--- config.mk ---
export PLATFORM = sky130hd
export DESIGN_NAME = dots_top
export DESIGN_NICKNAME = d
export VERILOG_FILES = /design/src/common/dots_pkg.sv /design/src/common/dots_tick_if.sv /design/src/rtl/dots_top.sv /design/src/rtl/dots_tick_gen.sv
export SDC_FILE = /design/constraint.sdc
export NUM_CORES = 1
export LEC_CHECK = 0
export BUFFER_PORTS_ARGS = -buffer_cell sky130_fd_sc_hd__clkbuf_2
export CAP_MARGIN = 20
export CORE_UTILIZATION = 40
export CTS_BUF_LIST = sky130_fd_sc_hd__clkbuf_8
export DETAILED_ROUTE_END_ITERATION = 10
export SYNTH_ARGS = -nofsm -noshare
export SYNTH_HDL_FRONTEND = slang
export SYNTH_SLANG_ARGS = --single-unit
--- constraint.sdc ---
create_clock -name clk -period 8.81 [get_ports clk]
set_input_delay 0.4405 -clock clk [delete_from_list [all_inputs] [get_ports clk]]
set_output_delay 0.4405 -clock clk [all_outputs]
set_load 0.01 [all_outputs]
--- src/common/dots_pkg.sv ---
// Package for the offset tracking scheduler: map, fields, resets, divider ratios, modes
package dots_pkg;
	// Register byte addresses
	localparam logic [7:0]  ADDR_CTRL     = 8'h00;
	localparam logic [7:0]  ADDR_TIMING   = 8'h04;
	localparam logic [7:0]  ADDR_STATUS   = 8'h08;
	// Control register fields
	localparam int          CTRL_MODE_LSB = 0;
	localparam int          CTRL_FAST_BIT = 4;
	localparam int          CTRL_XSEL_LSB = 8;
	// Timing register fields
	localparam int          TIM_INT_LSB   = 0;
	localparam int          TIM_TRK_LSB   = 16;
	// Status register fields
	localparam int          STAT_TRK_BIT  = 0;
	localparam int          STAT_DONE_BIT = 1;
	localparam int          STAT_CNT_LSB  = 16;
	// Reset values
	localparam logic [31:0] CTRL_RST      = 32'h0000_0300;
	localparam logic [31:0] TIM_RST       = 32'h0001_0002;
	// Divider ratio per reference crystal select
	localparam logic [6:0]  N_SEL0        = 7'h30;
	localparam logic [6:0]  N_SEL1        = 7'h37;
	localparam logic [6:0]  N_SEL2        = 7'h48;
	localparam logic [6:0]  N_SEL3        = 7'h41;
	localparam logic [6:0]  N_SEL4        = 7'h30;
	localparam logic [6:0]  N_INVALID     = 7'h30;
	// Tracking modes
	typedef enum logic [2:0] {
		MODE_STATIC  = 3'b000,
		MODE_PER1    = 3'b001,
		MODE_PER2    = 3'b010,
		MODE_PER3    = 3'b011,
		MODE_ONESHOT = 3'b100,
		MODE_CONT    = 3'b101,
		MODE_RSV6    = 3'b110,
		MODE_RSV7    = 3'b111
	} dots_mode_t;
endpackage : dots_pkg

--- src/common/dots_tick_if.sv ---
// Interface between the scheduler and its reference tick prescaler
`timescale 1ns/1ns
interface dots_tick_if;
	logic       restart;
	logic [7:0] period;
	logic       tick;
	modport gen (input restart, input period, output tick);
	modport user (output restart, output period, input tick);
endinterface : dots_tick_if

--- src/rtl/dots_top.sv ---
// Offset tracking scheduler with AHB-Lite register slave
`timescale 1ns/1ns
module dots_top (
	input  wire logic        clk,
	input  wire logic        sys_rst,
	input  wire logic        ce,
	input  wire logic        hsel,
	input  wire logic [31:0] haddr,
	input  wire logic [1:0]  htrans,
	input  wire logic        hwrite,
	input  wire logic [2:0]  hsize,
	input  wire logic [31:0] hwdata,
	input  wire logic        hready,
	output logic             hreadyout,
	output logic [31:0]      hrdata,
	output logic             hresp,
	output logic             i_track,
	output logic             i_hold,
	output logic             q_track,
	output logic             q_hold,
	output logic             fast_settle
);
	////////////////////////////////////////////////////////////////////////
	// AHB-Lite slave
	logic [31:0] ctrl_reg;
	logic [31:0] tim_reg;
	logic        wpend_reg;
	logic        rpend_reg;
	logic [7:0]  addr_reg;
	logic        hready_reg;
	logic [31:0] hrdata_reg;
	logic [31:0] status_w;
	logic [31:0] rd_mux_w;
	wire         accept_w;

	// Word transfers only; hsize is not checked since the master issues words
	assign accept_w = hsel && htrans[1] && hready;
	assign rd_mux_w = (addr_reg == dots_pkg::ADDR_CTRL)   ? ctrl_reg :
	                  (addr_reg == dots_pkg::ADDR_TIMING) ? tim_reg  :
	                  (addr_reg == dots_pkg::ADDR_STATUS) ? status_w : 32'h0000_0000;

	// Address phase capture; reads take one wait state so a prior write is visible
	always_ff @(posedge clk) begin
		if (sys_rst) begin
			wpend_reg  <= 1'b0;
			rpend_reg  <= 1'b0;
			addr_reg   <= 8'h00;
			hready_reg <= 1'b1;
			hrdata_reg <= 32'h0000_0000;
		end else if (ce) begin
			wpend_reg  <= accept_w && hwrite;
			rpend_reg  <= accept_w && !hwrite;
			hready_reg <= !(accept_w && !hwrite);
			if (accept_w)
				addr_reg <= haddr[7:0];
			if (rpend_reg)
				hrdata_reg <= rd_mux_w;
		end
	end

	// Register writes in the data phase; unmapped writes are dropped
	always_ff @(posedge clk) begin
		if (sys_rst) begin
			ctrl_reg <= dots_pkg::CTRL_RST;
			tim_reg  <= dots_pkg::TIM_RST;
		end else if (ce && wpend_reg) begin
			if (addr_reg == dots_pkg::ADDR_CTRL)
				ctrl_reg <= {20'h00000, 1'b0, hwdata[10:8], 3'h0, hwdata[4], 1'b0, hwdata[2:0]};
			if (addr_reg == dots_pkg::ADDR_TIMING)
				tim_reg  <= {10'h000, hwdata[21:16], 4'h0, hwdata[11:0]};
		end
	end

	assign hreadyout = hready_reg;
	assign hrdata    = hrdata_reg;
	assign hresp     = 1'b0;

	////////////////////////////////////////////////////////////////////////
	// Mode and ratio decode
	dots_pkg::dots_mode_t mode_w;
	dots_pkg::dots_mode_t mode_prev_reg;
	logic [2:0]  xsel_w;
	logic [6:0]  n_w;
	logic [1:0]  mult_w;
	logic [11:0] interval_w;
	logic [11:0] trk_len_w;
	wire         periodic_w;
	wire         oneshot_w;
	wire         cont_w;
	wire         mode_chg_w;

	assign mode_w     = dots_pkg::dots_mode_t'(ctrl_reg[dots_pkg::CTRL_MODE_LSB +: 3]);
	assign xsel_w     = ctrl_reg[dots_pkg::CTRL_XSEL_LSB +: 3];
	assign interval_w = tim_reg[dots_pkg::TIM_INT_LSB +: 12];
	assign trk_len_w  = {6'h00, tim_reg[dots_pkg::TIM_TRK_LSB +: 6]};
	// Codes 110 and 111 fall into none of these, so they hold like static
	assign periodic_w = (mode_w == dots_pkg::MODE_PER1) || (mode_w == dots_pkg::MODE_PER2) ||
	                    (mode_w == dots_pkg::MODE_PER3);
	assign oneshot_w  = (mode_w == dots_pkg::MODE_ONESHOT);
	assign cont_w     = (mode_w == dots_pkg::MODE_CONT);
	assign mode_chg_w = (mode_w != mode_prev_reg);
	// One-shot and continuous use a multiplier of one
	assign mult_w     = periodic_w ? mode_w[1:0] : 2'h1;
	// Invalid crystal codes fall back to the 48 ratio
	assign n_w        = (xsel_w == 3'h0) ? dots_pkg::N_SEL0 :
	                    (xsel_w == 3'h1) ? dots_pkg::N_SEL1 :
	                    (xsel_w == 3'h2) ? dots_pkg::N_SEL2 :
	                    (xsel_w == 3'h3) ? dots_pkg::N_SEL3 :
	                    (xsel_w == 3'h4) ? dots_pkg::N_SEL4 : dots_pkg::N_INVALID;

	////////////////////////////////////////////////////////////////////////
	// Reference tick prescaler
	dots_tick_if tk ();
	logic [8:0] period_w;

	assign period_w   = {7'h00, mult_w} * {2'h0, n_w};
	assign tk.period  = period_w[7:0];
	assign tk.restart = mode_chg_w;

	dots_tick_gen u_tick (
		.clk     (clk),
		.sys_rst (sys_rst),
		.ce      (ce),
		.tk      (tk)
	);

	////////////////////////////////////////////////////////////////////////
	// Cycle counter and window
	logic [11:0] cnt_reg;
	logic [11:0] cnt_next;
	logic        trk_reg;
	logic        hold_reg;
	logic        fast_reg;
	wire         in_win_w;
	wire         in_next_w;
	wire         cyc_end_w;
	wire         trk_next_w;

	// Window occupies the first track length ticks of each cycle; relies on interval above length
	assign in_win_w   = (cnt_reg < trk_len_w);
	assign cyc_end_w  = (cnt_reg >= interval_w - 12'h001);
	assign cnt_next   = mode_chg_w ? 12'h000 :
	                    !tk.tick   ? cnt_reg :
	                    periodic_w ? (cyc_end_w ? 12'h000 : cnt_reg + 12'h001) :
	                    (oneshot_w && in_win_w) ? cnt_reg + 12'h001 : cnt_reg;
	// Judged on the coming count so track lines up with it; a new mode then opens an exact window
	assign in_next_w  = (cnt_next < trk_len_w);
	// Static holds the last correction: only the hold strobe stays up
	assign trk_next_w = cont_w || ((periodic_w || oneshot_w) && in_next_w);

	// Counter, outputs and previous mode
	always_ff @(posedge clk) begin
		if (sys_rst) begin
			cnt_reg       <= 12'h000;
			trk_reg       <= 1'b0;
			hold_reg      <= 1'b1;
			fast_reg      <= 1'b0;
			mode_prev_reg <= dots_pkg::MODE_STATIC;
		end else if (ce) begin
			cnt_reg       <= cnt_next;
			trk_reg       <= trk_next_w;
			hold_reg      <= !trk_next_w;
			fast_reg      <= ctrl_reg[dots_pkg::CTRL_FAST_BIT];
			mode_prev_reg <= mode_w;
		end
	end

	// One flop per control feeds both channels so they never skew
	assign i_track     = trk_reg;
	assign q_track     = trk_reg;
	assign i_hold      = hold_reg;
	assign q_hold      = hold_reg;
	assign fast_settle = fast_reg;

	assign status_w = {4'h0, cnt_reg, 14'h0000, oneshot_w && !in_win_w, trk_reg};

	////////////////////////////////////////////////////////////////////////
	// Checks
	iq_match_a: assert property (@(posedge clk) disable iff (sys_rst)
		(i_track == q_track) && (i_hold == q_hold) && (i_hold != i_track))
		else $error("I and Q controls differ");

	static_hold_a: assert property (@(posedge clk) disable iff (sys_rst)
		(ce && !periodic_w && !oneshot_w && !cont_w) |=> (!i_track && i_hold))
		else $error("tracking in static mode");

	cont_track_a: assert property (@(posedge clk) disable iff (sys_rst)
		(ce && cont_w) |=> i_track)
		else $error("continuous mode not tracking");

	mode_restart_a: assert property (@(posedge clk) disable iff (sys_rst)
		(ce && mode_chg_w) |=> (cnt_reg == 12'h000))
		else $error("mode change did not restart count");

	ratio_sel_a: assert property (@(posedge clk) disable iff (sys_rst)
		(xsel_w == 3'h2) |-> (tk.period == (8'(mult_w) * 8'h48)))
		else $error("wrong divider ratio");

	cycle_wrap_a: assert property (@(posedge clk) disable iff (sys_rst)
		(ce && tk.tick && periodic_w && !mode_chg_w && cnt_reg == interval_w - 12'h001) |=> (cnt_reg == 12'h000))
		else $error("periodic cycle did not wrap");

	win_start_a: assert property (@(posedge clk) disable iff (sys_rst)
		(ce && periodic_w && cnt_next == 12'h000 && trk_len_w != 12'h000) |=> i_track)
		else $error("no tracking at cycle start");

	win_end_a: assert property (@(posedge clk) disable iff (sys_rst)
		(ce && (periodic_w || oneshot_w) && cnt_next >= trk_len_w) |=> !i_track)
		else $error("tracking past window length");

	fast_copy_a: assert property (@(posedge clk) disable iff (sys_rst)
		ce |=> (fast_settle == $past(ctrl_reg[dots_pkg::CTRL_FAST_BIT])))
		else $error("fast settle not following control");
endmodule : dots_top

--- src/rtl/dots_tick_gen.sv ---
// Prescaler: one tick every mode multiplier times N reference clocks
`timescale 1ns/1ns
module dots_tick_gen (
	input wire logic clk,
	input wire logic sys_rst,
	input wire logic ce,
	dots_tick_if.gen tk
);
	logic [7:0] cnt_reg;
	logic [7:0] cnt_next;
	wire        last_w;

	// Wrap at period-1; restart forces phase zero so a new mode starts clean
	assign last_w   = (cnt_reg == tk.period - 8'h01);
	assign cnt_next = (tk.restart || last_w) ? 8'h00 : cnt_reg + 8'h01;
	assign tk.tick  = ce && last_w && !tk.restart;

	// Prescale counter
	always_ff @(posedge clk) begin
		if (sys_rst)
			cnt_reg <= 8'h00;
		else if (ce)
			cnt_reg <= cnt_next;
	end

	// Tick spacing equals the programmed period
	tick_space_a: assert property (@(posedge clk) disable iff (sys_rst)
		(ce && tk.tick && !tk.restart) |=> (cnt_reg == 8'h00))
		else $error("prescaler did not wrap after tick");
endmodule : dots_tick_gen

==> results_dict.tcl, run 1 <==
set metrics [dict create \
    worst_slack_ns 3.256 \
    grt_max_degree 74 \
    powerDensity_mw_per_mm2 127.7 \
    die_h_um 114.2 \
    critPathBufInv 1 \
    vias_per_cell 5.371 \
    grt_setup_unrepaired "false" \
    area_growth_pct 11.26 \
    setup_violations 0 \
    cp_slowest_stage_delay_ns 0.72 \
    synth_edf_count 0 \
    antenna_found_initial 0 \
    clk_latency_ns 0.36 \
    clockBufferDepth 2 \
    fillers 1245 \
    diodes 0 \
    yosys_warnings 0 \
    status "finished, final reports clean" \
    crit_path_start "ctrl_reg[2]$_SDFFE_PP0P_" \
    whs_path_depth 3 \
    first_iter_violations 180 \
    dp_cells 832 \
    crit_family "simple AND/OR/NAND/NOR gates" \
    clkTransAtPathRegs_ns 0.09 \
    setup_tns_ns 0 \
    largest_register_ffs 24 \
    worstPathRequired_ns 9.09 \
    wl_met3_um 513 \
    synth_cells 629 \
    wl_per_cell_um 15.35 \
    holdWs_ns 0.2901 \
    grt_pass1_wl_um 21380 \
    start_util_pct 41.39 \
    power_frac_clock_pct 37.1 \
    hp-start "haddr[0]" \
    nets 784 \
    portBuffers 62 \
    synth_seq_area_share_pct 34.20 \
    finalMaxSlewViolations 0 \
    critical_path.cell_chain "and2b_4 > nand2_1 > o31ai_1 > ha_1 > inv_1 > fa_1 > o21ai_1 > a31oi_1 > xnor2_1 > or4_1 > or4_4 > a21oi_2 > ha_1 > and3_1 > nand3_1 > o22ai_1 > a41oi_1 > o31ai_1 > o311a_1 > nor4b_2" \
    timing.final.crit_period_ns 5.554 \
    grt_usage_pct 20.79 \
    worst_r2r_startpoint "ctrl_reg[2]$_SDFFE_PP0P_" \
    skew_ns 0.008944 \
    cts_resized 0 \
    hold_violations 0 \
    seqPwrFrac_pct 55.5 \
    start_kind "flip-flop" \
    cp_max_fo 11 \
    ff2ff_path_depth 20 \
    finalPower_w 0.0007151 \
    grt_pass1_vias 4364 \
    die_width_um 114.2 \
    r2r-end "i_track$_SDFFE_PP0P_" \
    worstMarginPinSlew_ns 0.8413 \
    finalCritPeriodShare_pct 63.04 \
    route.final.wire_length_um 13020 \
    reg2reg_slack_ns 3.26 \
    core_area_mm2 0.01216 \
    cap_violations 0 \
    gp_congestion 0.8617 \
    switchingPower_w 0.0001852 \
    cp_data_arrival_time_ns 5.83 \
    relSlewSlack_pct 43.71 \
    async_flop_share_pct 0 \
    drive_gt1_share_pct 15.44 \
    fmax_ghz 0.1801 \
    clock-sinks 86 \
    power.internal_w 0.0005299 \
    ios 114 \
    synth.avg_cell_area_um2 8.003 \
    clock-root-buffer "clkbuf_8" \
    met2_length_um 6200 \
    ant_nets 0 \
    htree_levels 3 \
    holdPathEnd "addr_reg[0]$_SDFFE_PP0P_" \
    swShare_pct 25.90 \
    ys.flop_type "dfxtp_1" \
    routed.top_layer "met4" \
    synth_cell_types 62 \
    tritoncts "built" \
    hp-class "primary input to flip-flop" \
    overflow 0 \
    critPathSlowestCell "or4_1" \
    numCtsBuffers 9 \
    dp_slack_ns 3.361 \
    pwr-share-comb_pct 7.3 \
    drc 0 \
    post_cts_buffers 0 \
    m1WireLength_um 6095 \
    via_count 4555 \
    netlist_area_mm2 0.005034 \
    critPathCaptureType "flip-flop" \
    dieArea_mm2 0.01304 \
    ir_worst_vdd_v 0.00008886 \
    postSynthRegisterBits 86 \
    dpl.hpwl_um 9556 \
    first_pass_iters 4 \
    row_count 40 \
    leakage_nw 2.262 \
    finalNonFillerCells 848 \
    cts_hold_buf 0 \
    crit_type "flip-flop to flip-flop" \
]
layout by cell type, fill, tap and decap left out, types with 4 or more instances in the layout:
cell       n
ha_1      33
mux2i_1   17
xnor2_1   20
clkbuf_2  62
nor2_1    64
dfxtp_1   86
and3_1    11
a21oi_1   55
mux2_2     6
nand2_1   96
a211oi_1   5
inv_1     22
conb_1     9
nand3_1   24
a22oi_1   16
o21ai_0   20
nor4_1     5
nor2b_1    5
nor3_1    17
buf_4      5
a21o_1     4
clkbuf_8  11
xor2_1    15
power groups by stage:
stage | Clock [W] | Sequential (W) | Combinational (W)
after floorplan | 0 | 0.000405 | 0.0000372
after global routing | 0.000292 | 0.000398 | 0.0000584
after detailed placement | 0 | 0.000406 | 0.0000525
after CTS | 0.000273 | 0.000397 | 0.0000526
after global placement | 0 | 0.000406 | 0.0000518
final | 0.000265 | 0.000397 | 0.0000525
metal layers:
layer | vias up | GRT usage, %
met3 | 10 | 3.229
met4 | 0 | 7.100
met5 | - | 0
met1 | 2181 | 27.12
li1 | 2267 | -
met2 | 97 | 34.91
worst max-delay path by stage:
stage	slack [ns]	to	cells past startpoint
finish	3.26	i_track$_SDFFE_PP0P_	20
global route	3.01	i_track$_SDFFE_PP0P_	20
CTS	3.28	i_track$_SDFFE_PP0P_	20
detailed placement	3.36	i_track$_SDFFE_PP0P_	20
global placement	3.31	i_track$_SDFFE_PP0P_	20
floorplan	3.95	i_track$_SDFFE_PP0P_	22
worst register-to-register path, stage by stage (launching register included):
cell     delay [ns]
dfxtp_1        0.46
and2b_4        0.36
nand2_1        0.10
o31ai_1        0.27
ha_1           0.22
inv_1          0.06
fa_1           0.40
o21ai_1        0.25
a31oi_1        0.13
xnor2_1        0.19
or4_1          0.72
or4_4          0.55
a21oi_2        0.20
ha_1           0.27
and3_1         0.17
nand3_1        0.12
o22ai_1        0.09
a41oi_1        0.25
o31ai_1        0.10
o311a_1        0.33
nor4b_2        0.24
synthesized netlist by cell type (all sizes together), types with 7 or more instances:
cell / n / area, um2
nor4: 7 / 56.30
nor3: 17 / 85.08
xnor2: 21 / 191.4
and3: 11 / 68.82
ha: 33 / 412.9
clkbuf: 20 / 75.07
dfxtp: 86 / 1722
mux2i: 17 / 170.2
nand2: 97 / 371.6
buf: 20 / 132.6
a22oi: 16 / 120.1
inv: 21 / 78.83
nor2: 65 / 246.5
xor2: 15 / 131.4
a21oi: 56 / 284.0
o21ai: 22 / 110.1
nand3: 24 / 120.1
metrics by stage:
step                      instance area [um2]  util [%]
after floorplan                          5064         -
after global placement                   5406     44.45
after detailed placement                 5414     44.52
after CTS                                5600     46.05
after global routing                     5600     46.05
final                                    5600     46.05
layout make-up:
type / instances / area (um2) / share of cell area, %
clock buffers: 11 / 151.4 / 2.703
clock inverters: 5 / 35.03 / 0.6256
inverters: 22 / 82.58 / 1.475
multi-input cells: 489 / 3052 / 54.49
flip-flops and latches: 86 / 1722 / 30.74
well taps: 168 / 210.2 / 3.753
repair buffers: 67 / 347.8 / 6.211
cells by family (layout without fill, tap and decap cells):
kind of cell    count (synthesis)  count (layout)  synth area share [%]
compound gates                128             128                 15.56
xor+xnor                       36              36                 6.413
fa+ha+maj                      34              34                 8.601
buf+inv                        62             105                 5.767
flops                          86              86                 34.20
mux                            23              23                 4.723
other cells                     1               9               0.07450
simple gates                  259             259                 24.66
No activity file was read; power rests on OpenSTA's default activity.
==> run 2: changes to the inputs <==
==> constraint.sdc (replaced) <==
create_clock -name clk -period 5.7 [get_ports clk]
set_input_delay 0.285 -clock clk [delete_from_list [all_inputs] [get_ports clk]]
set_output_delay 0.285 -clock clk [all_outputs]
set_load 0.01 [all_outputs]
==> run 2 against run 1 <==
Effect of this change:
- fmax is 4.9% higher
- clock skew increased by 0.0025 ns
- worst hold slack got worse by 0.17 ns
- global-route usage up 0.12 points
- count of clock-buffer cells in the layout increased by 1
- wire length decreased by 1.4%
- sequential power rose by 55%
- first-iteration DRC count rose by 12%
- total power rose by 56%
- via count barely moved
- design area increased by 0.69%
- setup slack lost 2.9 ns
==> results_dict.tcl, run 2 (synthesis gave the netlist of run 1 again) <==
set metrics [dict create \
    cp_data_arrival_time_ns 5.58 \
    powerDensity_mw_per_mm2 198.1 \
    power.internal_w 0.0008316 \
    route.final.wire_length_um 12830 \
    largest_register_ffs 24 \
    ir_worst_vdd_v 0.0001251 \
    grt_usage_pct 20.91 \
    final_area_mm2 0.005639 \
    finalMaxSlewViolations 0 \
    numCtsBuffers 9 \
    hp-start "haddr[0]" \
    multiInputGateArea_mm2 0.003052 \
    postPlaceCellArea_mm2 0.005444 \
    cp_max_fo 6 \
    fmax_ghz 0.1888 \
    htree_levels 3 \
    path_depth 21 \
    timing.final.crit_period_ns 5.296 \
    leakage_nw 2.280 \
    grt_pass1_wl_um 21390 \
    clk_latency_ns 0.37 \
    antenna_found_initial 0 \
    skew_ns 0.01149 \
    reg2reg_slack_ns 0.40 \
    clockBufferDepth 2 \
    die_width_um 114.2 \
    register_area_mm2 0.001722 \
    cts_resized 0 \
    grt_pass1_vias 4381 \
    relSlewSlack_pct 44.55 \
    setup_violations 0 \
    ant_nets 0 \
    status "finished, final reports clean" \
    worst_r2r_startpoint "ctrl_reg[9]$_SDFFE_PP1P_" \
    cap_violations 0 \
    first_iter_violations 202 \
    dpl.hpwl_um 9564 \
    critical_path.cell_chain "and2b_4 > inv_1 > or3_1 > ha_1 > inv_1 > ha_1 > nand2_1 > o21ai_1 > a31oi_1 > xnor2_1 > or4_1 > or4_4 > a21oi_2 > ha_1 > and3_1 > nand3_1 > o22ai_1 > a41oi_1 > o31ai_1 > o311a_1 > nor4b_2" \
    diodes 0 \
    cts_hold_buf 0 \
    pwr-share-comb_pct 7.3 \
    ios 114 \
    via_count 4553 \
    hp-class "primary input to flip-flop" \
    worst_slack_ns 0.4038 \
    dp_slack_ns 0.4296 \
    cp_slowest_stage_delay_ns 0.60 \
    critPathBufInv 2 \
    fillers 1210 \
    die_h_um 114.2 \
    layout_commonest_cell "nand2_1" \
    critPathCaptureType "flip-flop" \
    worstPathRequired_ns 5.99 \
    clkTransAtPathRegs_ns 0.09 \
    portBuffers 62 \
    grt_max_degree 74 \
    switchingPower_w 0.0002853 \
    finalCritPeriodShare_pct 92.92 \
    core_area_mm2 0.01216 \
    clock-sinks 86 \
    final_cell_mix "nand2_1, dfxtp_1, nor2_1" \
    crit_path_start "ctrl_reg[9]$_SDFFE_PP1P_" \
    post_cts_buffers 0 \
    ff2ff_path_depth 21 \
    overflow 0 \
    gp_congestion 0.8832 \
    crit_family "simple AND/OR/NAND/NOR gates" \
    setup_tns_ns 0 \
    drc 0 \
    start_util_pct 41.39 \
    first_pass_iters 4 \
    tritoncts "built" \
    seqPwrFrac_pct 55.0 \
    crit_type "flip-flop to flip-flop" \
    wl_per_cell_um 15.06 \
    worstMarginPinSlew_ns 0.8286 \
    nets 788 \
    fin_util_pct 46.37 \
    row_count 40 \
    clock-root-buffer "clkbuf_8" \
    start_kind "flip-flop" \
    power_frac_clock_pct 37.8 \
    vias_per_cell 5.344 \
    cpMostUsedCell "ha_1" \
    finalPower_w 0.001117 \
    hold_violations 0 \
    crit_end "i_track$_SDFFE_PP0P_" \
    swShare_pct 25.55 \
    critPathSlowestCell "or4_1" \
    r2r-end "i_track$_SDFFE_PP0P_" \
    drive_gt1_share_pct 16.08 \
    dieArea_mm2 0.01304 \
    area_growth_pct 12.03 \
    grt_setup_unrepaired "false" \
]
[run 2: worst min-delay path: cells and delay by family]
family | cells | cell delay (ns)
buf+inv | 1 | 0.08
simple gates | 1 | 0.04
compound gates | 1 | 0.05
[run 2: layout make-up]
cell class,count,area share [%]
inverters,22,1.464
flip-flops and latches,86,30.53
multi-input cells,489,54.12
well taps,168,3.728
clock buffers,12,2.929
repair buffers,71,6.701
clock inverters,4,0.5325
[run 2: worst min-delay path by stage]
stage | endpoint | slack [ns] | depth (start not counted)
final | addr_reg[0]$_SDFFE_PP0P_ | 0.12 | 3
after CTS | addr_reg[1]$_SDFFE_PP0P_ | 0.11 | 3
after global routing | addr_reg[0]$_SDFFE_PP0P_ | 0.12 | 3
after global placement | hrdata[20]$_SDFFE_PP0P_ | 0.44 | 2
after floorplan | tim_reg[16]$_SDFFE_PP1P_ | 0.41 | 2
after detailed placement | hrdata[7]$_SDFFE_PP0P_ | 0.45 | 2
[run 2: routing by layer]
metal	global-route usage (%)	wire length, um
met4	7.100	175
met1	27.42	6051
met3	3.282	475
met5	0	0
met2	34.91	6126
[run 2: power by group through the flow]
stage / Sequential (W) / Combinational [W] / Clock (W)
detailed placement: 0.000628 / 0.0000817 / 0
global placement: 0.000628 / 0.0000801 / 0
finish: 0.000614 / 0.0000812 / 0.000422
global route: 0.000615 / 0.0000904 / 0.000459
CTS: 0.000614 / 0.0000819 / 0.000432
floorplan: 0.000626 / 0.0000574 / 0
[run 2: stage by stage]
step | cells | hold slack [ns]
2_1_floorplan | 637 | 0.4092
3_5_place_dp | 836 | 0.4464
5_1_grt | 852 | 0.1172
3_3_place_gp | 835 | 0.4417
6_report | 852 | 0.1233
4_1_cts | 852 | 0.1085
==> run 3: changes to the inputs <==
--- a/config.mk
+++ b/config.mk
@@ -10,6 +10,7 @@
 export CORE_UTILIZATION = 40
 export CTS_BUF_LIST = sky130_fd_sc_hd__clkbuf_8
 export DETAILED_ROUTE_END_ITERATION = 10
+export SETUP_SLACK_MARGIN = 0.5
 export SYNTH_ARGS = -nofsm -noshare
 export SYNTH_HDL_FRONTEND = slang
 export SYNTH_SLANG_ARGS = --single-unit
==> run 3 against run 2 <==
Effect of this change:
- non-clock buffer count grew 6
- sequential cell count is the same
- wire length grew 2.8%
- count of clock-buffer cells in the layout is the same
- sequential share of layout area shrank 0.99 points
- worst hold slack lost 0.00094 ns
- die area is the same
- global-route usage is essentially flat
- first-iteration DRC count grew 2.0%
- total power grew 0.70%
- via count grew 2.3%
- highest routed layer unchanged
==> results_dict.tcl, run 3 (synthesis gave the netlist of run 1 again) <==
set metrics [dict create \
    grt_pass1_wl_um 21420 \
    worstMarginPinSlew_ns 0.8273 \
    setup_violations 0 \
    dp_slack_ns 0.4296 \
    core_area_mm2 0.01216 \
    leakage_nw 2.352 \
    clk_latency_ns 0.37 \
    worst_slack_ns 0.6620 \
    postPlaceCellArea_mm2 0.005444 \
    die_width_um 114.2 \
    cp_slowest_stage_delay_ns 0.52 \
    grt_usage_pct 20.93 \
    timing.final.crit_period_ns 5.038 \
    overflow 0 \
    cap_violations 0 \
    largest_register_ffs 24 \
    drc 0 \
    grt_max_degree 74 \
    finalPower_w 0.001125 \
    nets 794 \
    status "finished, final reports clean" \
    grt_pass1_vias 4387 \
    area_growth_pct 16.11 \
    portBuffers 62 \
    fillers 1194 \
    dpl.hpwl_um 9564 \
    finalMaxSlewViolations 0 \
    first_iter_violations 206 \
    powerDensity_mw_per_mm2 192.4 \
    first_pass_iters 4 \
    gp_congestion 0.8832 \
    route.final.wire_length_um 13190 \
    tritoncts "built" \
    antenna_found_initial 0 \
    final_cell_mix "nand2_1, dfxtp_1, nor2_1" \
    drive_gt1_share_pct 20.58 \
    critical_path.cell_chain "and2b_4 > inv_2 > or3_1 > ha_1 > inv_1 > ha_4 > nand2_1 > o21ai_2 > a31oi_2 > xnor2_2 > or4_4 > or4_4 > a21oi_4 > ha_4 > and3_1 > nand3_2 > o211ai_1 > a41oi_2 > o31ai_1 > o311a_1 > nor4b_2" \
    layout_commonest_cell "nand2_1" \
    crit_type "flip-flop to flip-flop" \
    hold_violations 0 \
    final_area_mm2 0.005844 \
    register_area_mm2 0.001727 \
    htree_levels 3 \
    worstPathRequired_ns 5.99 \
    setup_tns_ns 0 \
    clockBufferDepth 2 \
    critPathSlowestCell "or4_4" \
    die_h_um 114.2 \
    fmax_ghz 0.1985 \
    relSlewSlack_pct 44.64 \
    diodes 0 \
    cp_data_arrival_time_ns 5.33 \
    ios 114 \
    row_count 40 \
    start_kind "flip-flop" \
    clock-root-buffer "clkbuf_8" \
    cp_max_fo 4 \
    hp-class "primary input to flip-flop" \
    ant_nets 0 \
    critPathCaptureType "flip-flop" \
    skew_ns 0.008467 \
    multiInputGateArea_mm2 0.003203 \
    finalCritPeriodShare_pct 88.39 \
    wl_per_cell_um 15.38 \
    grt_setup_unrepaired "false" \
    ir_worst_vdd_v 0.0001271 \
    via_count 4658 \
    dieArea_mm2 0.01304 \
    start_util_pct 41.39 \
    numCtsBuffers 9 \
    clkTransAtPathRegs_ns 0.09 \
    clock-sinks 86 \
    vias_per_cell 5.429 \
]
run 3: metal layers:
layer / GRT usage [%] / part of all wire, %
met4: 7.100 / 1.4
met1: 27.45 / 46
met5: 0 / 0
met2: 34.95 / 48
met3: 3.282 / 4.8
run 3: layout make-up:
type                            instances  share of cell area (%)
Multi-Input combinational cell        489                   54.81
Clock buffer                           12                   2.826
Clock inverter                          4                  0.5138
Timing Repair Buffer                   77                   7.300
Inverter                               22                   1.413
Tap cell                              168                   3.597
Sequential cell                        86                   29.54
run 3: final timing paths:
path | from | end | slack [ns] | cells past startpoint
setup / recovery | ctrl_reg[10]$_SDFFE_PP0P_ | i_track$_SDFFE_PP0P_ | 0.66 | 21
setup reg to reg | ctrl_reg[10]$_SDFFE_PP0P_ | i_track$_SDFFE_PP0P_ | 0.66 | 21
hold reg to reg | hrdata[7]$_SDFFE_PP0P_ | hrdata[7]$_SDFFE_PP0P_ | 0.45 | 2
hold / removal | haddr[0] | addr_reg[0]$_SDFFE_PP0P_ | 0.12 | 3
run 3: metrics by stage:
step | std cells | util (%) | hold WS, ns
CTS | 852 | 46.50 | 0.1085
global placement | 835 | 44.70 | 0.4417
detailed placement | 836 | 44.76 | 0.4464
global route | 858 | 48.06 | 0.1172
floorplan | 637 | - | 0.4092
finish | 858 | 48.06 | 0.1223
run 3: repair_timing:
action,CTS,global route
hold buffers,0,0
gates cloned,0,1
setup endpoints to repair,2,2
pin swaps,1,16
buffers inserted,0,5
resized for setup,4,30
run 3: report_power, final:
group	internal, W	switching (W)	total, W	leakage (nW)
registers	0.000606	0.00000725	0.000613	0.695
clock network	0.000195	0.000229	0.000424	0.0986
logic	0.0000327	0.0000545	0.0000872	1.56
total	0.000834	0.000291	0.00112	2.35
run 3: critical path, delay by kind of cell (launching register included):
family                     cells  cell delay (ns)
adders and majority gates      3             0.82
buffers and inverters          2             0.11
xor gates and xnor gates       1             0.20
DFF                            1             0.34
and+or+nand+nor                8             2.19
AOI/OAI and AO/OA              7             1.33
